<file path="src/verilog/pllcg_defines.vh">
// Constants for the PLL clock generator: register offsets, fields, limits.
// Assumes inclusion by bare name from the design file.
`ifndef PLLCG_DEFINES_VH
`define PLLCG_DEFINES_VH
// ***********************************
// Register byte offsets
// ***********************************
`define PLLCG_OFF_CTRL 12'h000
`define PLLCG_OFF_DIV 12'h004
`define PLLCG_OFF_STAT 12'h008
`define PLLCG_OFF_PWR 12'h00C
// ***********************************
// Fields and reset values
// ***********************************
`define PLLCG_CTRL_DSP_DIRECT 0
`define PLLCG_CTRL_MCU_DIRECT 1
`define PLLCG_CTRL_XTAL_MODE 2
`define PLLCG_PWR_DOWN_BIT 1
`define PLLCG_INDIV_RST 5'h00
`define PLLCG_LOOPMUL_RST 8'h21
`define PLLCG_CTRL_RST 3'h3
`define PLLCG_INDIV_MIN 6'h01
`define PLLCG_INDIV_MAX 6'h20
`define PLLCG_LOOPMUL_MIN 8'h21
`define PLLCG_LOOPMUL_MAX 8'h80
`define PLLCG_LOCK_CYCLES 16'h0400
`define PLLCG_DSP_DIV 4'h2
`define PLLCG_MCU_DIV 4'h4
`endif

</file>
<file path="src/verilog/pllcg_top.v">
// PLL clock generator: reference input, input divider, loop multiplier,
// selectable core clocks and power-down gating, with an APB register slave.
// Assumes the reference pin and oscillator are sampled on the system clock.
//
// Overview of operation
// - Reference from external clock or crystal
// - Input divider programmable from 1 to 32
// - Loop multiplier programmable from 33 to 128
// - Oscillator frequency equals reference times multiply over divide
// - DSP clock: oscillator half or reference direct
// - Controller clock: oscillator quarter or reference direct
// - Power-down bit 1 gates oscillator and PLL
`timescale 1ns/1ps
`include "pllcg_defines.vh"
module pllcg_top #(
  parameter LOCK_CYCLES = `PLLCG_LOCK_CYCLES
) (
  input wire CLK_SYS_IN, // System clock, 25 MHz
  input wire RST_B_IN, // Synchronous reset, active low
  input wire PSEL_IN, // APB select
  input wire PENABLE_IN, // APB enable
  input wire PWRITE_IN, // APB direction
  input wire [11:0] PADDR_IN, // APB byte address
  input wire [31:0] PWDATA_IN, // APB write data
  output wire PREADY_OUT, // APB ready
  output wire PSLVERR_OUT, // APB error, unmapped address
  output reg [31:0] PRDATA_OUT, // APB read data
  input wire REFERENCE_CLOCK_PIN_IN, // Reference pin level
  output wire CRYSTAL_DRIVE_PIN_OUT, // Crystal drive, inverted reference
  output wire CRYSTAL_DRIVE_PIN_OE_OUT, // Drive enable in crystal mode
  output reg OSC_CLK_OUT, // Modelled oscillator output
  output reg DSP_CLK_OUT, // Signal-processor clock
  output reg MCU_CLK_OUT, // Controller clock
  output reg PLL_LOCKED_OUT // PLL settled after config change
);
  // ***********************************
  // Registers
  // ***********************************
  reg [2:0] ctrl_q;
  reg [4:0] input_divide_factor_q; // Stores factor minus one
  reg [7:0] loop_multiply_factor_q;
  reg [7:0] power_control_register_q;
  reg ref_q;
  reg [5:0] in_cnt_q;
  reg ref_div_q;
  reg [16:0] phase_acc_q;
  reg [15:0] per_cnt_q;
  reg [15:0] period_q;
  reg [15:0] lock_cnt_q;
  reg [1:0] osc_div_q;
  reg dsp_sel_q;
  reg mcu_sel_q;
  wire pwr_down = power_control_register_q[`PLLCG_PWR_DOWN_BIT];
  wire xtal_mode = ctrl_q[`PLLCG_CTRL_XTAL_MODE];
  wire wr_en = PSEL_IN & PENABLE_IN & PWRITE_IN;
  wire dsp_src;
  wire mcu_src;
  wire dsp_next;
  wire mcu_next;
  wire addr_ok = (PADDR_IN == `PLLCG_OFF_CTRL) || (PADDR_IN == `PLLCG_OFF_DIV) ||
                 (PADDR_IN == `PLLCG_OFF_STAT) || (PADDR_IN == `PLLCG_OFF_PWR);
  assign PREADY_OUT = 1'b1;
  assign PSLVERR_OUT = PSEL_IN & PENABLE_IN & ~addr_ok;
  // Crystal driver stops in power-down
  assign CRYSTAL_DRIVE_PIN_OE_OUT = xtal_mode & ~pwr_down;
  assign CRYSTAL_DRIVE_PIN_OUT = ~ref_q & ~pwr_down;
  // ***********************************
  // Factor clamp function
  // ***********************************
  function [7:0] clamp8;
    input [7:0] v;
    input [7:0] lo;
    input [7:0] hi;
    begin
      clamp8 = (v < lo) ? lo : ((v > hi) ? hi : v);
    end
  endfunction
  // Source mux shared by current and pending selector settings
  function sel_src;
    input direct;
    input ref_lvl;
    input osc_lvl;
    begin
      sel_src = direct ? ref_lvl : osc_lvl;
    end
  endfunction
  // Out-of-range factors are clamped to the legal span
  wire [7:0] in_div_m1 = clamp8({2'h0, PWDATA_IN[5:0]}, {2'h0, `PLLCG_INDIV_MIN},
    {2'h0, `PLLCG_INDIV_MAX}) - 8'h01;
  // ***********************************
  // APB register access
  // ***********************************
  always @(posedge CLK_SYS_IN) begin
    if (!RST_B_IN) begin
      ctrl_q <= `PLLCG_CTRL_RST;
      input_divide_factor_q <= `PLLCG_INDIV_RST;
      loop_multiply_factor_q <= `PLLCG_LOOPMUL_RST;
      power_control_register_q <= 8'h00;
    end else if (wr_en) begin
      case (PADDR_IN)
        `PLLCG_OFF_CTRL: ctrl_q <= PWDATA_IN[2:0];
        `PLLCG_OFF_DIV: begin
          input_divide_factor_q <= in_div_m1[4:0];
          loop_multiply_factor_q <= clamp8(PWDATA_IN[15:8], `PLLCG_LOOPMUL_MIN,
            `PLLCG_LOOPMUL_MAX);
        end
        `PLLCG_OFF_PWR: power_control_register_q <= PWDATA_IN[7:0];
        default: ctrl_q <= ctrl_q;
      endcase
    end
  end
  always @(posedge CLK_SYS_IN) begin
    if (!RST_B_IN) begin
      PRDATA_OUT <= 32'h0000_0000;
    end else if (PSEL_IN & ~PENABLE_IN & ~PWRITE_IN) begin
      case (PADDR_IN)
        `PLLCG_OFF_CTRL: PRDATA_OUT <= {29'h0, ctrl_q};
        `PLLCG_OFF_DIV: PRDATA_OUT <= {16'h0, loop_multiply_factor_q, 2'h0,
          {1'b0, input_divide_factor_q} + 6'h01};
        `PLLCG_OFF_STAT: PRDATA_OUT <= {28'h0, mcu_sel_q, dsp_sel_q, ~pwr_down,
          PLL_LOCKED_OUT};
        `PLLCG_OFF_PWR: PRDATA_OUT <= {24'h0, power_control_register_q};
        default: PRDATA_OUT <= 32'h0000_0000;
      endcase
    end
  end
  // ***********************************
  // Input divider and loop model
  // ***********************************
  // Divided reference period is measured in system cycles; the accumulator
  // adds twice the multiplier each cycle, giving multiplier-many output
  // periods per divided reference period.
  // Limitation: output saturates at half the system clock rate.
  wire ref_rise = REFERENCE_CLOCK_PIN_IN & ~ref_q;
  wire [16:0] acc_sum = phase_acc_q + {8'h00, loop_multiply_factor_q, 1'b0};
  wire [16:0] acc_left = acc_sum - {1'b0, period_q};
  always @(posedge CLK_SYS_IN) begin
    if (!RST_B_IN || pwr_down) begin
      ref_q <= 1'b0;
      in_cnt_q <= 6'h00;
      ref_div_q <= 1'b0;
    end else begin
      ref_q <= REFERENCE_CLOCK_PIN_IN;
      ref_div_q <= 1'b0;
      if (ref_rise) begin
        if (in_cnt_q >= {1'b0, input_divide_factor_q}) begin
          in_cnt_q <= 6'h00;
          ref_div_q <= 1'b1;
        end else begin
          in_cnt_q <= in_cnt_q + 6'h01;
        end
      end
    end
  end
  always @(posedge CLK_SYS_IN) begin
    if (!RST_B_IN || pwr_down) begin
      per_cnt_q <= 16'h0000;
      period_q <= 16'h0000;
      phase_acc_q <= 17'h00000;
      OSC_CLK_OUT <= 1'b0;
    end else begin
      if (ref_div_q) begin
        per_cnt_q <= 16'h0001;
        period_q <= per_cnt_q;
      end else if (per_cnt_q != 16'hFFFF) begin
        per_cnt_q <= per_cnt_q + 16'h0001;
      end
      // No toggles until one full divided period has been measured
      if (period_q == 16'h0000) begin
        phase_acc_q <= 17'h00000;
      end else if (acc_sum >= {1'b0, period_q}) begin
        // Clamp keeps the accumulator bounded when saturated
        phase_acc_q <= (acc_left >= {1'b0, period_q}) ? 17'h00000 : acc_left;
        OSC_CLK_OUT <= ~OSC_CLK_OUT;
      end else begin
        phase_acc_q <= acc_sum;
      end
    end
  end
  always @(posedge CLK_SYS_IN) begin
    if (!RST_B_IN || pwr_down || wr_en) begin
      lock_cnt_q <= 16'h0000;
      PLL_LOCKED_OUT <= 1'b0;
    end else if (ref_div_q) begin
      if (lock_cnt_q >= LOCK_CYCLES - 16'h0001) begin
        PLL_LOCKED_OUT <= 1'b1;
      end else begin
        lock_cnt_q <= lock_cnt_q + 16'h0001;
      end
    end
  end
  // ***********************************
  // Output dividers and glitch-free selectors
  // ***********************************
  reg osc_d1_q;
  always @(posedge CLK_SYS_IN) begin
    if (!RST_B_IN) begin
      osc_d1_q <= 1'b0;
      osc_div_q <= 2'h0;
    end else begin
      osc_d1_q <= OSC_CLK_OUT;
      if (OSC_CLK_OUT & ~osc_d1_q) begin
        osc_div_q <= osc_div_q + 2'h1;
      end
    end
  end
  assign dsp_src = sel_src(dsp_sel_q, ref_q, osc_div_q[0]);
  assign mcu_src = sel_src(mcu_sel_q, ref_q, osc_div_q[1]);
  assign dsp_next = sel_src(ctrl_q[`PLLCG_CTRL_DSP_DIRECT], ref_q, osc_div_q[0]);
  assign mcu_next = sel_src(ctrl_q[`PLLCG_CTRL_MCU_DIRECT], ref_q, osc_div_q[1]);
  // Selector only moves while output, old and new source are all low,
  // so no runt pulse appears; a stopped source that rests high delays it.
  always @(posedge CLK_SYS_IN) begin
    if (!RST_B_IN) begin
      dsp_sel_q <= 1'b1;
      mcu_sel_q <= 1'b1;
      DSP_CLK_OUT <= 1'b0;
      MCU_CLK_OUT <= 1'b0;
    end else begin
      if (!DSP_CLK_OUT && !dsp_src && !dsp_next) begin
        dsp_sel_q <= ctrl_q[`PLLCG_CTRL_DSP_DIRECT];
      end
      if (!MCU_CLK_OUT && !mcu_src && !mcu_next) begin
        mcu_sel_q <= ctrl_q[`PLLCG_CTRL_MCU_DIRECT];
      end
      DSP_CLK_OUT <= dsp_src;
      MCU_CLK_OUT <= mcu_src;
    end
  end
endmodule

</file>
<file path="config.mk">
export PLATFORM = sky130hd
export DESIGN_NAME = pllcg_top
export DESIGN_NICKNAME = d
export VERILOG_FILES = /design/src/verilog/pllcg_top.v
export VERILOG_INCLUDE_DIRS = /design/src /design/src/verilog
export SDC_FILE = /design/constraint.sdc
export NUM_CORES = 1
export LEC_CHECK = 0
export ABC_AREA = 1
export ABC_CLOCK_PERIOD_IN_PS = 5460
export BUFFER_PORTS_ARGS = -buffer_cell sky130_fd_sc_hd__clkbuf_2
export CAP_MARGIN = 10
export CORE_MARGIN = 2
export CORE_UTILIZATION = 45
export CTS_CLUSTER_DIAMETER = 50
export DETAILED_ROUTE_END_ITERATION = 6
export PLACE_DENSITY_LB_ADDON = 0.08
export SYNTH_ARGS = -nofsm -noshare
export SYNTH_HDL_FRONTEND = slang
export SYNTH_SLANG_ARGS = --single-unit
export TNS_END_PERCENT = 20
</file>
<file path="constraint.sdc">
create_clock -name CLK_SYS_IN -period 5.46 [get_ports CLK_SYS_IN]
set_input_delay 0.546 -clock CLK_SYS_IN [delete_from_list [all_inputs] [get_ports CLK_SYS_IN]]
set_output_delay 0.546 -clock CLK_SYS_IN [all_outputs]
set_load 0.05 [all_outputs]
</file>
### Word-level counts from Yosys, hierarchy flattened

Cells that the tools add are included.

| storage, ports and cells | value |
|---|---|
| bits in writable memories | 0 |
| bits in registers | 138 |
| output and inout port bits | 40 |
| memories kept | 0 |
| bits in latches | 0 |
| ROM bits | 0 |
| word-level logic and storage cells | 103 |

| cells by class | value |
|---|---|
| shifts and indexed selects | 0 |
| $add $sub $neg | 8 |
| divide/modulo/power cells | 0 |
| bitwise logic cells | 19 |
| reduce and logical (&&, ||, !) cells | 28 |
| multiply operators | 0 |
| $lt $le $gt $ge | 8 |
| equal/unequal tests | 4 |
| multiplexer cells | 15 |

Operator list:

| cell | count |
|---|---|
| $pmux 16 s4 | 1 |
| $ge 17x16->1 | 2 |
| $mux 17 | 2 |
| $add 16x1->16 const B | 2 |
| $eq 12x4->1 const B | 2 |
| $add 17x9->17 | 1 |
| $sub 17x16->17 | 1 |
| $ge 16x10->1 const B | 1 |
| $logic_not 16->1 | 1 |
| $mux 8 | 2 |
| $ne 16x16->1 const B | 1 |
| $eq 12x3->1 const B | 1 |
| $logic_not 12->1 | 1 |
| $reduce_and 2->1 | 6 |
| $mux 5 | 2 |
| $not 1->1 | 10 |
| $and 1x1->1 | 9 |
| $gt 8x8->1 const B | 1 |
| $lt 8x6->1 const B | 1 |
| $logic_not 1->1 | 7 |
| $mux 1 | 7 |
| $add 5x1->6 const B | 1 |
| $add 6x1->6 const B | 1 |
| $ge 6x5->1 | 1 |
| 9 further kinds | 18 |

### Logic depth before layout (Yosys ltp)

Gate-level depths: netlist of run 1.

| depth | value |
|---|---|
| depth after elaboration | 6 |
| depth in mapped cells | 29 |

### Worst setup path after synthesis of run 1

OpenSTA, ideal clock, no wires.

| timing | value |
|---|---|
| path type | reg2reg |
| start | reg loop_multiply_factor_q[0] |
| end | reg phase_acc_q[11] |
| path slack | 1545 ps |
| data required time | 5391 ps |
| clock period less this slack | 3915 ps |
| stages on the path, launching flop included | 27 |
| arrival | 3847 ps |
| path through | dfxtp_1 -> ha_1 -> inv_1 -> fa_1 -> o21ai_2 -> nand2_1 -> o211ai_1 -> nand3_1 -> xnor2_1 -> ha_1 -> a21oi_1 -> o21ai_0 -> nor2_1 -> nand2_1 -> a21oi_1 -> xnor2_1 -> ha_1 -> nand2_1 -> inv_1 -> nand4_1 -> nor2_1 -> nor2_1 -> nand3_2 -> nor2_4 -> buf_8 -> nand3_2 -> a21oi_2 |

| on the way | value |
|---|---|
| longest elaborated chain between the ends | 5 |
| elaborated cells on any way between the ends | 6 |
| classes of those cells | 2 x add/sub; 2 x order compare; 2 x mux |

RTL lines:

| element | line | text |
|---|---|---|
| start: declaration | pllcg_top.v:41 | `reg [7:0] loop_multiply_factor_q;` |
| start signal: assignment | pllcg_top.v:97 | `` loop_multiply_factor_q <= `PLLCG_LOOPMUL_RST; `` |
| start signal: assignment | pllcg_top.v:104 | `` loop_multiply_factor_q <= clamp8(PWDATA_IN[15:8], `PLLCG_LOOPMUL_MIN, `` |
| $add 17x9->17 * | pllcg_top.v:135 | `wire [16:0] acc_sum = phase_acc_q + {8'h00, loop_multiply_factor_q, 1'b0};` |
| $sub 17x16->17 | pllcg_top.v:136 | `wire [16:0] acc_left = acc_sum - {1'b0, period_q};` |
| $ge 17x16->1 | pllcg_top.v:173 | `phase_acc_q <= (acc_left >= {1'b0, period_q}) ? 17'h00000 : acc_left;` |
| $mux 17 | pllcg_top.v:173 |  |
| $mux 17 * | pllcg_top.v:171 | `end else if (acc_sum >= {1'b0, period_q}) begin` |
| end signal: assignment | pllcg_top.v:173 |  |
| end signal: assignment | pllcg_top.v:176 | `phase_acc_q <= acc_sum;` |
| end: declaration | pllcg_top.v:46 | `reg [16:0] phase_acc_q;` |

Every way passes the cells marked *; elsewhere a longest branch is shown, timed or not.
A chain may end at the register's enable or synchronous reset.

### Worst setup path in the final report of run 1

| timing | value |
|---|---|
| start | reg loop_multiply_factor_q[0] |
| end | reg phase_acc_q[7] |

The elaborated chain is that of the path after synthesis.

==> flow_summary.json, run 1 <==
{
  "synth_common_cells": "176 x nand2_1, 142 x inv_1, 122 x dfxtp_1",
  "drc": 0,
  "synthMuxAreaShare": 0.001414,
  "async_flop_share": 0,
  "synth_seq_cells": 122,
  "yosysWarningCount": 0,
  "crit_required_ns": 5.79,
  "p_clk_frac": 0.336,
  "syn_to_final_growth_pct": 14.69,
  "synth_top_cell_by_area": "dfxtp_1",
  "cts_max_level": 4,
  "r2r_setup_slack_ns": 0.62,
  "r2r_start": "loop_multiply_factor_q[0]",
  "vias": 6284,
  "ys_types": 46,
  "leakagePower_uw": 0.003573,
  "synth_top_family_by_area": "simple AND/OR/NAND/NOR gates",
  "worst_path_max_delay_cell": "fa_1",
  "holdPathStages": 3,
  "vias_per_cell": 4.948,
  "grt_antenna_before_repair": 0,
  "combinationalPowerShare": 0.393,
  "skew_ns": 0.007831,
  "clockRootBuffer": "clkbuf_16",
  "gp_congestion": 0.8601,
  "grtUsageTotal": 0.2050,
  "cts_sinks": 122,
  "grt-ovfl-total": 0,
  "synth_area_mm2": 0.007079,
  "maxSlewViolCount": 0,
  "netlist_top_cells_area": "dfxtp_1 34%, nand2_1 9.3%, ha_1 8.8%",
  "synth_most_common_cell": "nand2_1",
  "port-buffer-count": 56,
  "min_from": "REFERENCE_CLOCK_PIN_IN",
  "clkTransAtPathRegs_ns": 0.06,
  "p_per_area_mw_per_mm2": 440.7,
  "swShare": 0.3827,
  "fin_util": 0.5301,
  "synth_edf_count": 0,
  "finalWorstSetupSlack_ns": 0.6183,
  "postCtsSetupRepairBufs": 0,
  "grt_max_degree": 30,
  "cts_buffers": 17,
  "synthSimpleGateAreaFrac": 0.2287,
  "p_seq_frac": 0.271,
  "switching_power_uw": 1369,
  "chipWidth_um": 129.4,
  "cts_tree": "built",
  "p_int_uw": 2209,
  "synth_xor_area_frac": 0.04949,
  "maxCapViolCount": 0,
  "relSlewSlack": 0.5235,
  "fin_crit_sh": 0.8868,
  "core_mm2": 0.01531,
  "wl_um": 16040,
  "worstMarginPinSlew_ns": 0.7139,
  "drive_gt1_frac": 0.1143,
  "die_y_um": 129.4,
  "synth-main-ff-cell": "dfxtp_1",
  "wl_per_cell_um": 12.63,
  "clock.fmax_mhz": 206.5,
  "crit_arrival_ns": 5.17,
  "reg2regPathDepth": 25,
  "rr_endpoint": "phase_acc_q[7]",
  "crit_fanout": 16,
  "synth_fa_ha_area_frac": 0.09403,
  "grt_pass1_wl_um": 27430,
  "hold_slack_ns": 0.3670,
  "clk_latency_ns": 0.42,
  "avgSynthCellArea_um2": 7.158,
  "synth_top_area_share": 0.3450,
  "rsz0062_at_grt": "false",
  "yosysSeqAreaShare": 0.3450,
  "cp-end-kind": "flip-flop",
  "postRouteAntennaNets": 0,
  "grt_pass1_vias": 5798,
  "core.rowCount": 45,
  "antenna-diode-count": 0,
  "netlist_instances": 989,
  "synth_compound_area_frac": 0.1723,
  "slowest_delay_ns": 0.42,
  "final-setup-viol-count": 0,
  "initial_utilization": 0.4623,
  "hold_viol_final": 0,
  "setup.worst_path.start_class": "flip-flop",
  "dp_hpwl_um": 12160,
  "dieArea_mm2": 0.01675,
  "cts_hold_buf": 0,
  "drt_pre_antenna_iters": 4,
  "final.setup.tns_ns": 0,
  "dp_slack_ns": 0.7255,
  "min_to": "ref_q",
  "ios": 90,
  "peakVddDrop_mv": 0.2473,
  "status": "finished clean",
  "cts_resized": 0,
  "nets": 1148,
  "drtIter0Drc": 419,
  "clockBufferDepth": 2,
  "finalCriticalPeriod_ns": 4.842,
  "crit_type": "flip-flop to flip-flop",
  "hold_path_class": "primary input to flip-flop"
}
## worst max-delay path: cells and delay by family, from the launching register on
family,cells,cell delay [ns]
xor gates and xnor gates,2,0.54
and+or+nand+nor,11,1.43
adders and majority gates,4,1.26
DFF,1,0.38
AOI/OAI and AO/OA,6,1.04
buffers and inverters,2,0.10
## stage by stage
step / power, uW / cells / instance area, um2
after detailed placement: 2383 / 1238 / 7483
after global placement: 2382 / 1238 / 7483
final: 3578 / 1270 / 8119
after CTS: 3598 / 1270 / 8119
after global routing: 3860 / 1270 / 8119
after floorplan: 2133 / 1005 / 7139
## power groups by stage
stage	registers (uW)	clock network [uW]	logic, uW
global placement	990	0	1390
global route	978	1270	1620
CTS	972	1220	1400
floorplan	1010	0	1130
finish	971	1200	1410
detailed placement	991	0	1390
## cells by family after synthesis
group / count (synthesis)
flip-flops: 122
buffers and inverters: 181
AND/OR/NAND/NOR: 370
other: 2
AO/OA/AOI/OAI: 221
adder cells (fa/ha/maj): 52
XOR/XNOR: 40
multiplexers: 1
## cells in the final DEF (no fill, tap or decap), drive strengths merged, types with 4 or more instances in the layout
cell type	n
o22ai	8
ha	50
nand2	186
conb	18
o21ai	62
nand4	13
clkbuf	75
clkinv	6
nor2	83
xor2	30
o211ai	8
xnor2	10
nor3	23
inv	146
a21oi	121
nor4	5
dfxtp	122
a211oi	5
nand3	50
bufinv	4
## layout make-up
| type | instances | area, um2 |
|---|---|---|
| Sequential cell | 122 | 2442 |
| Clock buffer | 19 | 442.9 |
| Tap cell | 211 | 264.0 |
| Inverter | 145 | 544.3 |
| Clock inverter | 13 | 192.7 |
| Fill cell | 1603 | 7196 |
| Timing Repair Buffer | 58 | 295.3 |
| Multi-Input combinational cell | 702 | 3938 |
## sequential cells by signal, indices dropped and copies added (netlist names), 5 cells and up
signal and count:
PRDATA_OUT 16, period_q 16, power_control_register_q 8, loop_multiply_factor_q 8, in_cnt_q 6, lock_cnt_q 16, input_divide_factor_q 5, per_cnt_q 16
phase_acc_q 17
## worst max-delay path by stage
| stage | start | end | slack (ns) |
|---|---|---|---|
| 2_1_floorplan | loop_multiply_factor_q[0] | phase_acc_q[11] | 1.54 |
| 3_3_place_gp | loop_multiply_factor_q[0] | phase_acc_q[9] | 0.74 |
| 3_5_place_dp | loop_multiply_factor_q[0] | phase_acc_q[9] | 0.73 |
| 4_1_cts | loop_multiply_factor_q[0] | phase_acc_q[7] | 0.66 |
| 5_1_grt | loop_multiply_factor_q[0] | phase_acc_q[7] | 0.17 |
| 6_report | loop_multiply_factor_q[0] | phase_acc_q[7] | 0.62 |
## routing by layer
metal / part of all wire / track usage
met5: 0 / 0
met4: 0.011 / 0.05819
met3: 0.046 / 0.04129
met2: 0.43 / 0.3149
met1: 0.51 / 0.2931
Note: power is estimated with default switching activity, not from simulation.
==> run 2, diff against run 1 <==
ABC_CLOCK_PERIOD_IN_PS = 6000   (was 5460)
CTS_BUF_LIST = sky130_fd_sc_hd__clkbuf_2   (was not set)
clock period = 6 ns   (was 5.46 ns; I/O delays follow)
==> run 2 against run 1 <==
Non-clock buffer count shrank 1. Register-to-register slack gained 0.56 ns. Sequential cell count is the same. Sequential power shrank 9.0%. Global-route usage shrank 0.43 points. Critical endpoint is now phase_acc_q[9]. Setup slack gained 0.56 ns. Highest routed layer unchanged. Die area is the same. Critical path depth is the same. Utilization shrank 2.6 points.
==> flow_summary.json, run 2 (synthesized netlist as in run 1, its figures left out) <==
{
  "crit_arrival_ns": 5.46,
  "dp_hpwl_um": 12230,
  "relSlewSlack": 0.3458,
  "grt-ovfl-total": 0,
  "wl_per_cell_um": 12.49,
  "chipWidth_um": 129.4,
  "status": "finished clean",
  "nets": 1147,
  "cts_tree": "built",
  "crit_required_ns": 6.64,
  "hold_viol_final": 0,
  "grt_use_met2": 0.3050,
  "final.setup.tns_ns": 0,
  "drtIter0Drc": 252,
  "dp.cells": 1237,
  "maxSlewViolCount": 0,
  "holdPathStages": 3,
  "skew_ns": 0.03076,
  "drt_pre_antenna_iters": 5,
  "fillers": 1622,
  "postRouteAntennaNets": 0,
  "core.rowCount": 45,
  "regMostFlops": "phase_acc_q",
  "drive_gt1_frac": 0.1134,
  "grt_use_met3": 0.04831,
  "cp-end-kind": "flip-flop",
  "setup.worst_path.start_class": "flip-flop",
  "ios": 90,
  "clk_latency_ns": 0.72,
  "cts_sinks": 122,
  "vias_per_cell": 4.891,
  "hold_slack_ns": 0.09262,
  "fin_cells": 1270,
  "clockRootBuffer": "clkbuf_2",
  "grt-busiest-layer": "met2",
  "dieArea_mm2": 0.01675,
  "cts_max_level": 4,
  "clkTransAtPathRegs_ns": 0.19,
  "reg2regPathDepth": 25,
  "maxCapViolCount": 0,
  "largest_register_ffs": 17,
  "postCtsSetupRepairBufs": 0,
  "final_common_cell": "nand2_1",
  "clock.fmax_mhz": 207.3,
  "grtUsageMet1": 0.2880,
  "grt_pass1_vias": 5710,
  "dp_slack_ns": 1.256,
  "clockBufferDepth": 2,
  "drc": 0,
  "leakagePower_uw": 0.003400,
  "cts_buffers": 17,
  "rsz0062_at_grt": "false",
  "final-seq-area_mm2": 0.002442,
  "grt_antenna_before_repair": 1,
  "syn_to_final_growth_pct": 9.155,
  "finalCriticalPeriod_ns": 4.825,
  "finalWorstSetupSlack_ns": 1.175,
  "multiInputGateArea_mm2": 0.003938,
  "cts_resized": 0,
  "core_mm2": 0.01531,
  "crit_fanout": 16,
  "vias": 6211,
  "r2r_setup_slack_ns": 1.18,
  "final_cell_mix": "176 x nand2_1, 142 x inv_1, 122 x dfxtp_1",
  "port-buffer-count": 56,
  "crit_type": "flip-flop to flip-flop",
  "grt_max_degree": 30,
  "fin_crit_sh": 0.8041,
  "peakVddDrop_mv": 0.1552,
  "p_per_area_mw_per_mm2": 351.7,
  "worstMarginPinSlew_ns": 0.9776,
  "cts_hold_buf": 0,
  "gp_congestion": 0.8714,
  "final-setup-viol-count": 0,
  "grtUsageTotal": 0.2007,
  "wl_um": 15860,
  "hold_path_class": "primary input to flip-flop",
  "die_y_um": 129.4,
  "grt_pass1_wl_um": 26850,
  "initial_utilization": 0.4623
}
run 2: layout make-up:
class | count | share of cell area
antenna | 1 | 0.0003238
inverter | 145 | 0.07043
tap | 211 | 0.03416
multi-input combinational | 702 | 0.5096
clock inverter | 15 | 0.02121
timing repair buffer | 57 | 0.03724
clock buffer | 17 | 0.01101
sequential | 122 | 0.3161
run 2: power by group:
group | switching, uW | internal, uW
registers | 28.1 | 856
clock network | 354 | 198
logic | 839 | 443
total | 1220 | 1500
run 2: metrics by stage:
step           cell area [um2]  total power, uW  utilization
6_report                  7727             2718       0.5046
3_5_place_dp              7476             2173       0.4882
3_3_place_gp              7476             2162       0.4882
2_1_floorplan             7139             1941            -
5_1_grt                   7727             2966       0.5046
4_1_cts                   7725             2730       0.5044
run 2: worst paths after layout:
check,from,endpoint
worst max register to register,loop_multiply_factor_q[0],phase_acc_q[9]
worst min-delay path,REFERENCE_CLOCK_PIN_IN,ref_q
worst max-delay path,loop_multiply_factor_q[0],phase_acc_q[9]
worst min register to register,lock_cnt_q[10],lock_cnt_q[10]
run 2: worst max-delay path, stage by stage (launching register included):
cell	delay, ns
dfxtp_1	0.42
ha_1	0.19
inv_1	0.05
fa_1	0.42
o21ai_2	0.23
nand2_1	0.09
o211ai_1	0.13
nand3_1	0.18
xnor2_1	0.31
ha_1	0.34
a21oi_1	0.20
o21ai_0	0.11
nor2_1	0.11
nand2_1	0.09
a21oi_1	0.17
xnor2_1	0.23
ha_1	0.32
nand2_1	0.07
inv_1	0.05
nand4_1	0.08
nor2_1	0.05
nor2_1	0.11
nand3_2	0.10
nor2_4	0.38
nand3_1	0.14
a21oi_1	0.17
run 2: per-layer routing:
layer,up-vias,part of all wire
met2,75,0.42
met1,2771,0.54
li1,3349,-
met5,-,0
met4,0,0.0090
met3,16,0.031
==> run 3, diff against run 2 <==
ABC_AREA = 0   (was 1)
ABC_CLOCK_PERIOD_IN_PS = 4200   (was 6000)
clock period = 4.2 ns   (was 6 ns; I/O delays follow)
==> run 3 against run 2 <==
The run now ends with negative setup slack left. First-iteration DRC count is 8.3% higher. Cell count is 10% lower. Sequential power is 33% higher. Via count is 4.4% lower. Register-to-register slack worse by 1.7 ns. Clock skew is 0.00089 ns higher. Hold slack better by 0.026 ns. Critical path depth is 1 higher. Non-clock buffer count is 96 higher. Largest power group is now registers. Highest routed layer unchanged.
==> flow_summary.json, run 3 <==
{
  "status": "finished, violations left",
  "violations": "negative setup slack",
  "gp_congestion": 0.8086,
  "nets": 1038,
  "initial_utilization": 0.4582,
  "relSlewSlack": 0.3376,
  "synth_top_cell_by_area": "dfxtp_1",
  "final_cell_area_mm2": 0.008433,
  "switching_power_uw": 613.2,
  "wl_um": 16740,
  "maxSlewViolCount": 0,
  "rsz0062_at_grt": "true",
  "cts_max_level": 4,
  "hold_path_class": "primary input to flip-flop",
  "clockRootBuffer": "clkbuf_2",
  "final_common_cell": "dfxtp_1",
  "crit_type": "flip-flop to flip-flop",
  "cts_tree": "built",
  "drc": 0,
  "dp_hpwl_um": 12480,
  "hold_slack_ns": 0.1190,
  "crit_fanout": 7,
  "setup.worst_path.start_class": "flip-flop",
  "swShare": 0.2880,
  "clock.fmax_mhz": 212.3,
  "postRouteAntennaNets": 0,
  "avgSynthCellArea_um2": 8.752,
  "final_cell_mix": "119 x dfxtp_1, 76 x nor2_1, 76 x buf_4",
  "port-buffer-count": 56,
  "p_per_area_mw_per_mm2": 252.4,
  "core_mm2": 0.01515,
  "core.rowCount": 45,
  "netlist_instances": 793,
  "clkTransAtPathRegs_ns": 0.18,
  "combinationalPowerShare": 0.091,
  "drive_gt1_frac": 0.2266,
  "synth_seq_cells": 122,
  "die_y_um": 128.2,
  "final-setup-viol-count": 16,
  "syn_to_final_growth_pct": 21.51,
  "cts_buffers": 17,
  "clockBufferDepth": 2,
  "fin_crit_sh": 1.121,
  "dieArea_mm2": 0.01643,
  "synth_most_common_cell": "dfxtp_1",
  "synth_area_mm2": 0.006940,
  "leakagePower_uw": 0.003558,
  "fin_cells": 1139,
  "grt_pass1_vias": 5774,
  "worstMarginPinSlew_ns": 0.9915,
  "synth-main-ff-cell": "dfxtp_1",
  "grt-ovfl-total": 0,
  "ios": 90,
  "finalWorstSetupSlack_ns": -0.5094,
  "netlist_top_cells_area": "dfxtp_1 35%, ha_1 9.0%, mux2i_1 4.8%",
  "yosysWarningCount": 0,
  "ys_types": 77,
  "cts_sinks": 122,
  "synth_edf_count": 0,
  "p_clk_frac": 0.355,
  "clk_latency_ns": 0.72,
  "grt_max_degree": 49,
  "fillers": 1418,
  "drt_pre_antenna_iters": 5,
  "grtUsageTotal": 0.2093,
  "skew_ns": 0.03164,
  "synth_top_area_share": 0.3519,
  "p_seq_frac": 0.554,
  "maxCapViolCount": 0,
  "grt_antenna_before_repair": 1,
  "finalCriticalPeriod_ns": 4.709,
  "hold_viol_final": 0,
  "vias": 5938,
  "synth_common_cells": "122 x dfxtp_1, 76 x nor2_1, 65 x nand2_1",
  "drtIter0Drc": 273,
  "wl_per_cell_um": 14.70,
  "vias_per_cell": 5.213,
  "async_flop_share": 0,
  "grt_pass1_wl_um": 27420,
  "peakVddDrop_mv": 0.1494,
  "placed_cell_area_mm2": 0.007792,
  "crit_required_ns": 4.87,
  "regMostFlops": "phase_acc_q",
  "crit_arrival_ns": 5.38,
  "cp-end-kind": "flip-flop",
  "largest_register_ffs": 17,
  "dp.cells": 1076,
  "p_int_uw": 1516,
  "chipWidth_um": 128.2,
  "yosysSeqAreaShare": 0.3519
}
## run 3: cell types whose count changed after synthesis, moves of 11 or more
cell      previous run  this run
a21oi_1            116        36
mux2i_1              1        33
a22o_1               0        14
a21boi_0             2        14
o21ai_0             59        21
nor2b_1              0        28
nor3_1              23        12
a21o_1               2        13
xnor2_1             10        31
inv_1              142        37
nand2_1            176        65
## run 3: stage by stage
step                total power (uW)  TNS [ns]  utilization  worst slack [ns]
finish                          2129    -7.627       0.5568           -0.5094
global route                    2231    -11.65       0.5568           -0.7494
CTS                             2154    -6.193       0.5483           -0.4182
detailed placement              1383    -6.881       0.5145           -0.4552
global placement                1380    -6.062       0.5145           -0.3946
floorplan                       1345    -1.751            -           -0.1537
## run 3: timing repair
| item | CTS | global route |
|---|---|---|
| pin swaps | 17 | 23 |
| endpoints found under the hold margin | 24 | 0 |
| setup buffers | 6 | 3 |
| setup endpoints to repair | 16 | 17 |
| cloned | 0 | 1 |
| gates resized for setup | 8 | 14 |
| hold buffers | 19 | 0 |
## run 3: routing by layer
| metal | global-route usage | vias up | part of all wire |
|---|---|---|---|
| met1 | 0.2567 | 2724 | 0.47 |
| met2 | 0.3617 | 135 | 0.48 |
| met4 | 0.07757 | 0 | 0.013 |
| met3 | 0.04299 | 20 | 0.038 |
| met5 | 0 | - | 0 |
| li1 | - | 3059 | - |
## run 3: power groups by stage
stage | registers (uW) | logic [uW] | clock network [uW]
final | 1180 | 193 | 756
after global routing | 1180 | 210 | 837
after CTS | 1180 | 193 | 780
after detailed placement | 1200 | 179 | 0
after global placement | 1200 | 177 | 0
after floorplan | 1210 | 135 | 0
## run 3: cell families after synthesis
| family | count (synthesis) | share of synthesized area |
|---|---|---|
| adders and majority gates | 52 | 0.09591 |
| buffers and inverters | 82 | 0.05895 |
| DFF | 122 | 0.3519 |
| other | 2 | 0.001082 |
| xor gates and xnor gates | 51 | 0.06436 |
| and+or+nand+nor | 293 | 0.2138 |
| AOI/OAI and AO/OA | 155 | 0.1583 |
| muxes | 36 | 0.05571 |
## run 3: final timing paths
| path | start | endpoint | slack (ns) | depth (start not counted) |
|---|---|---|---|---|
| worst max-delay path | loop_multiply_factor_q[0] | phase_acc_q[3] | -0.51 | 26 |
| worst min-delay path | PWDATA_IN[13] | loop_multiply_factor_q[0] | 0.12 | 4 |
| worst max register to register | loop_multiply_factor_q[0] | phase_acc_q[3] | -0.51 | 26 |
| worst min register to register | PRDATA_OUT[13] | PRDATA_OUT[13] | 0.47 | 2 |
## run 3: layout make-up
| cell class | count | area (um2) | share of cell area |
|---|---|---|---|
| clock buffer | 18 | 90.09 | 0.01068 |
| multi-input combinational | 605 | 4287 | 0.5083 |
| sequential | 122 | 2446 | 0.2901 |
| tap | 188 | 235.2 | 0.02789 |
| timing repair buffer | 153 | 1086 | 0.1288 |
| inverter | 37 | 138.9 | 0.01647 |
| antenna | 2 | 5.005 | 0.0005935 |
| clock inverter | 14 | 145.1 | 0.01721 |
## run 3: worst max-delay path, stage by stage (launching register included)
cell and delay [ns]:
dfxtp_2 0.39, ha_4 0.13, inv_2 0.03, fa_2 0.34, nor2b_2 0.13, o21ai_2 0.08, a21boi_2 0.17, buf_4 0.13
buf_4 0.09, buf_4 0.08, nor2_1 0.05, ha_1 0.30, a21o_1 0.22, a211oi_2 0.21, a211oi_2 0.14, nor3_2 0.25
o211ai_1 0.15, a21oi_2 0.20, xnor2_2 0.14, ha_1 0.27, a21o_1 0.16, a21oi_1 0.13, nand2_1 0.07, a41oi_2 0.24
and3_4 0.27, clkbuf_16 0.16, a22o_1 0.12
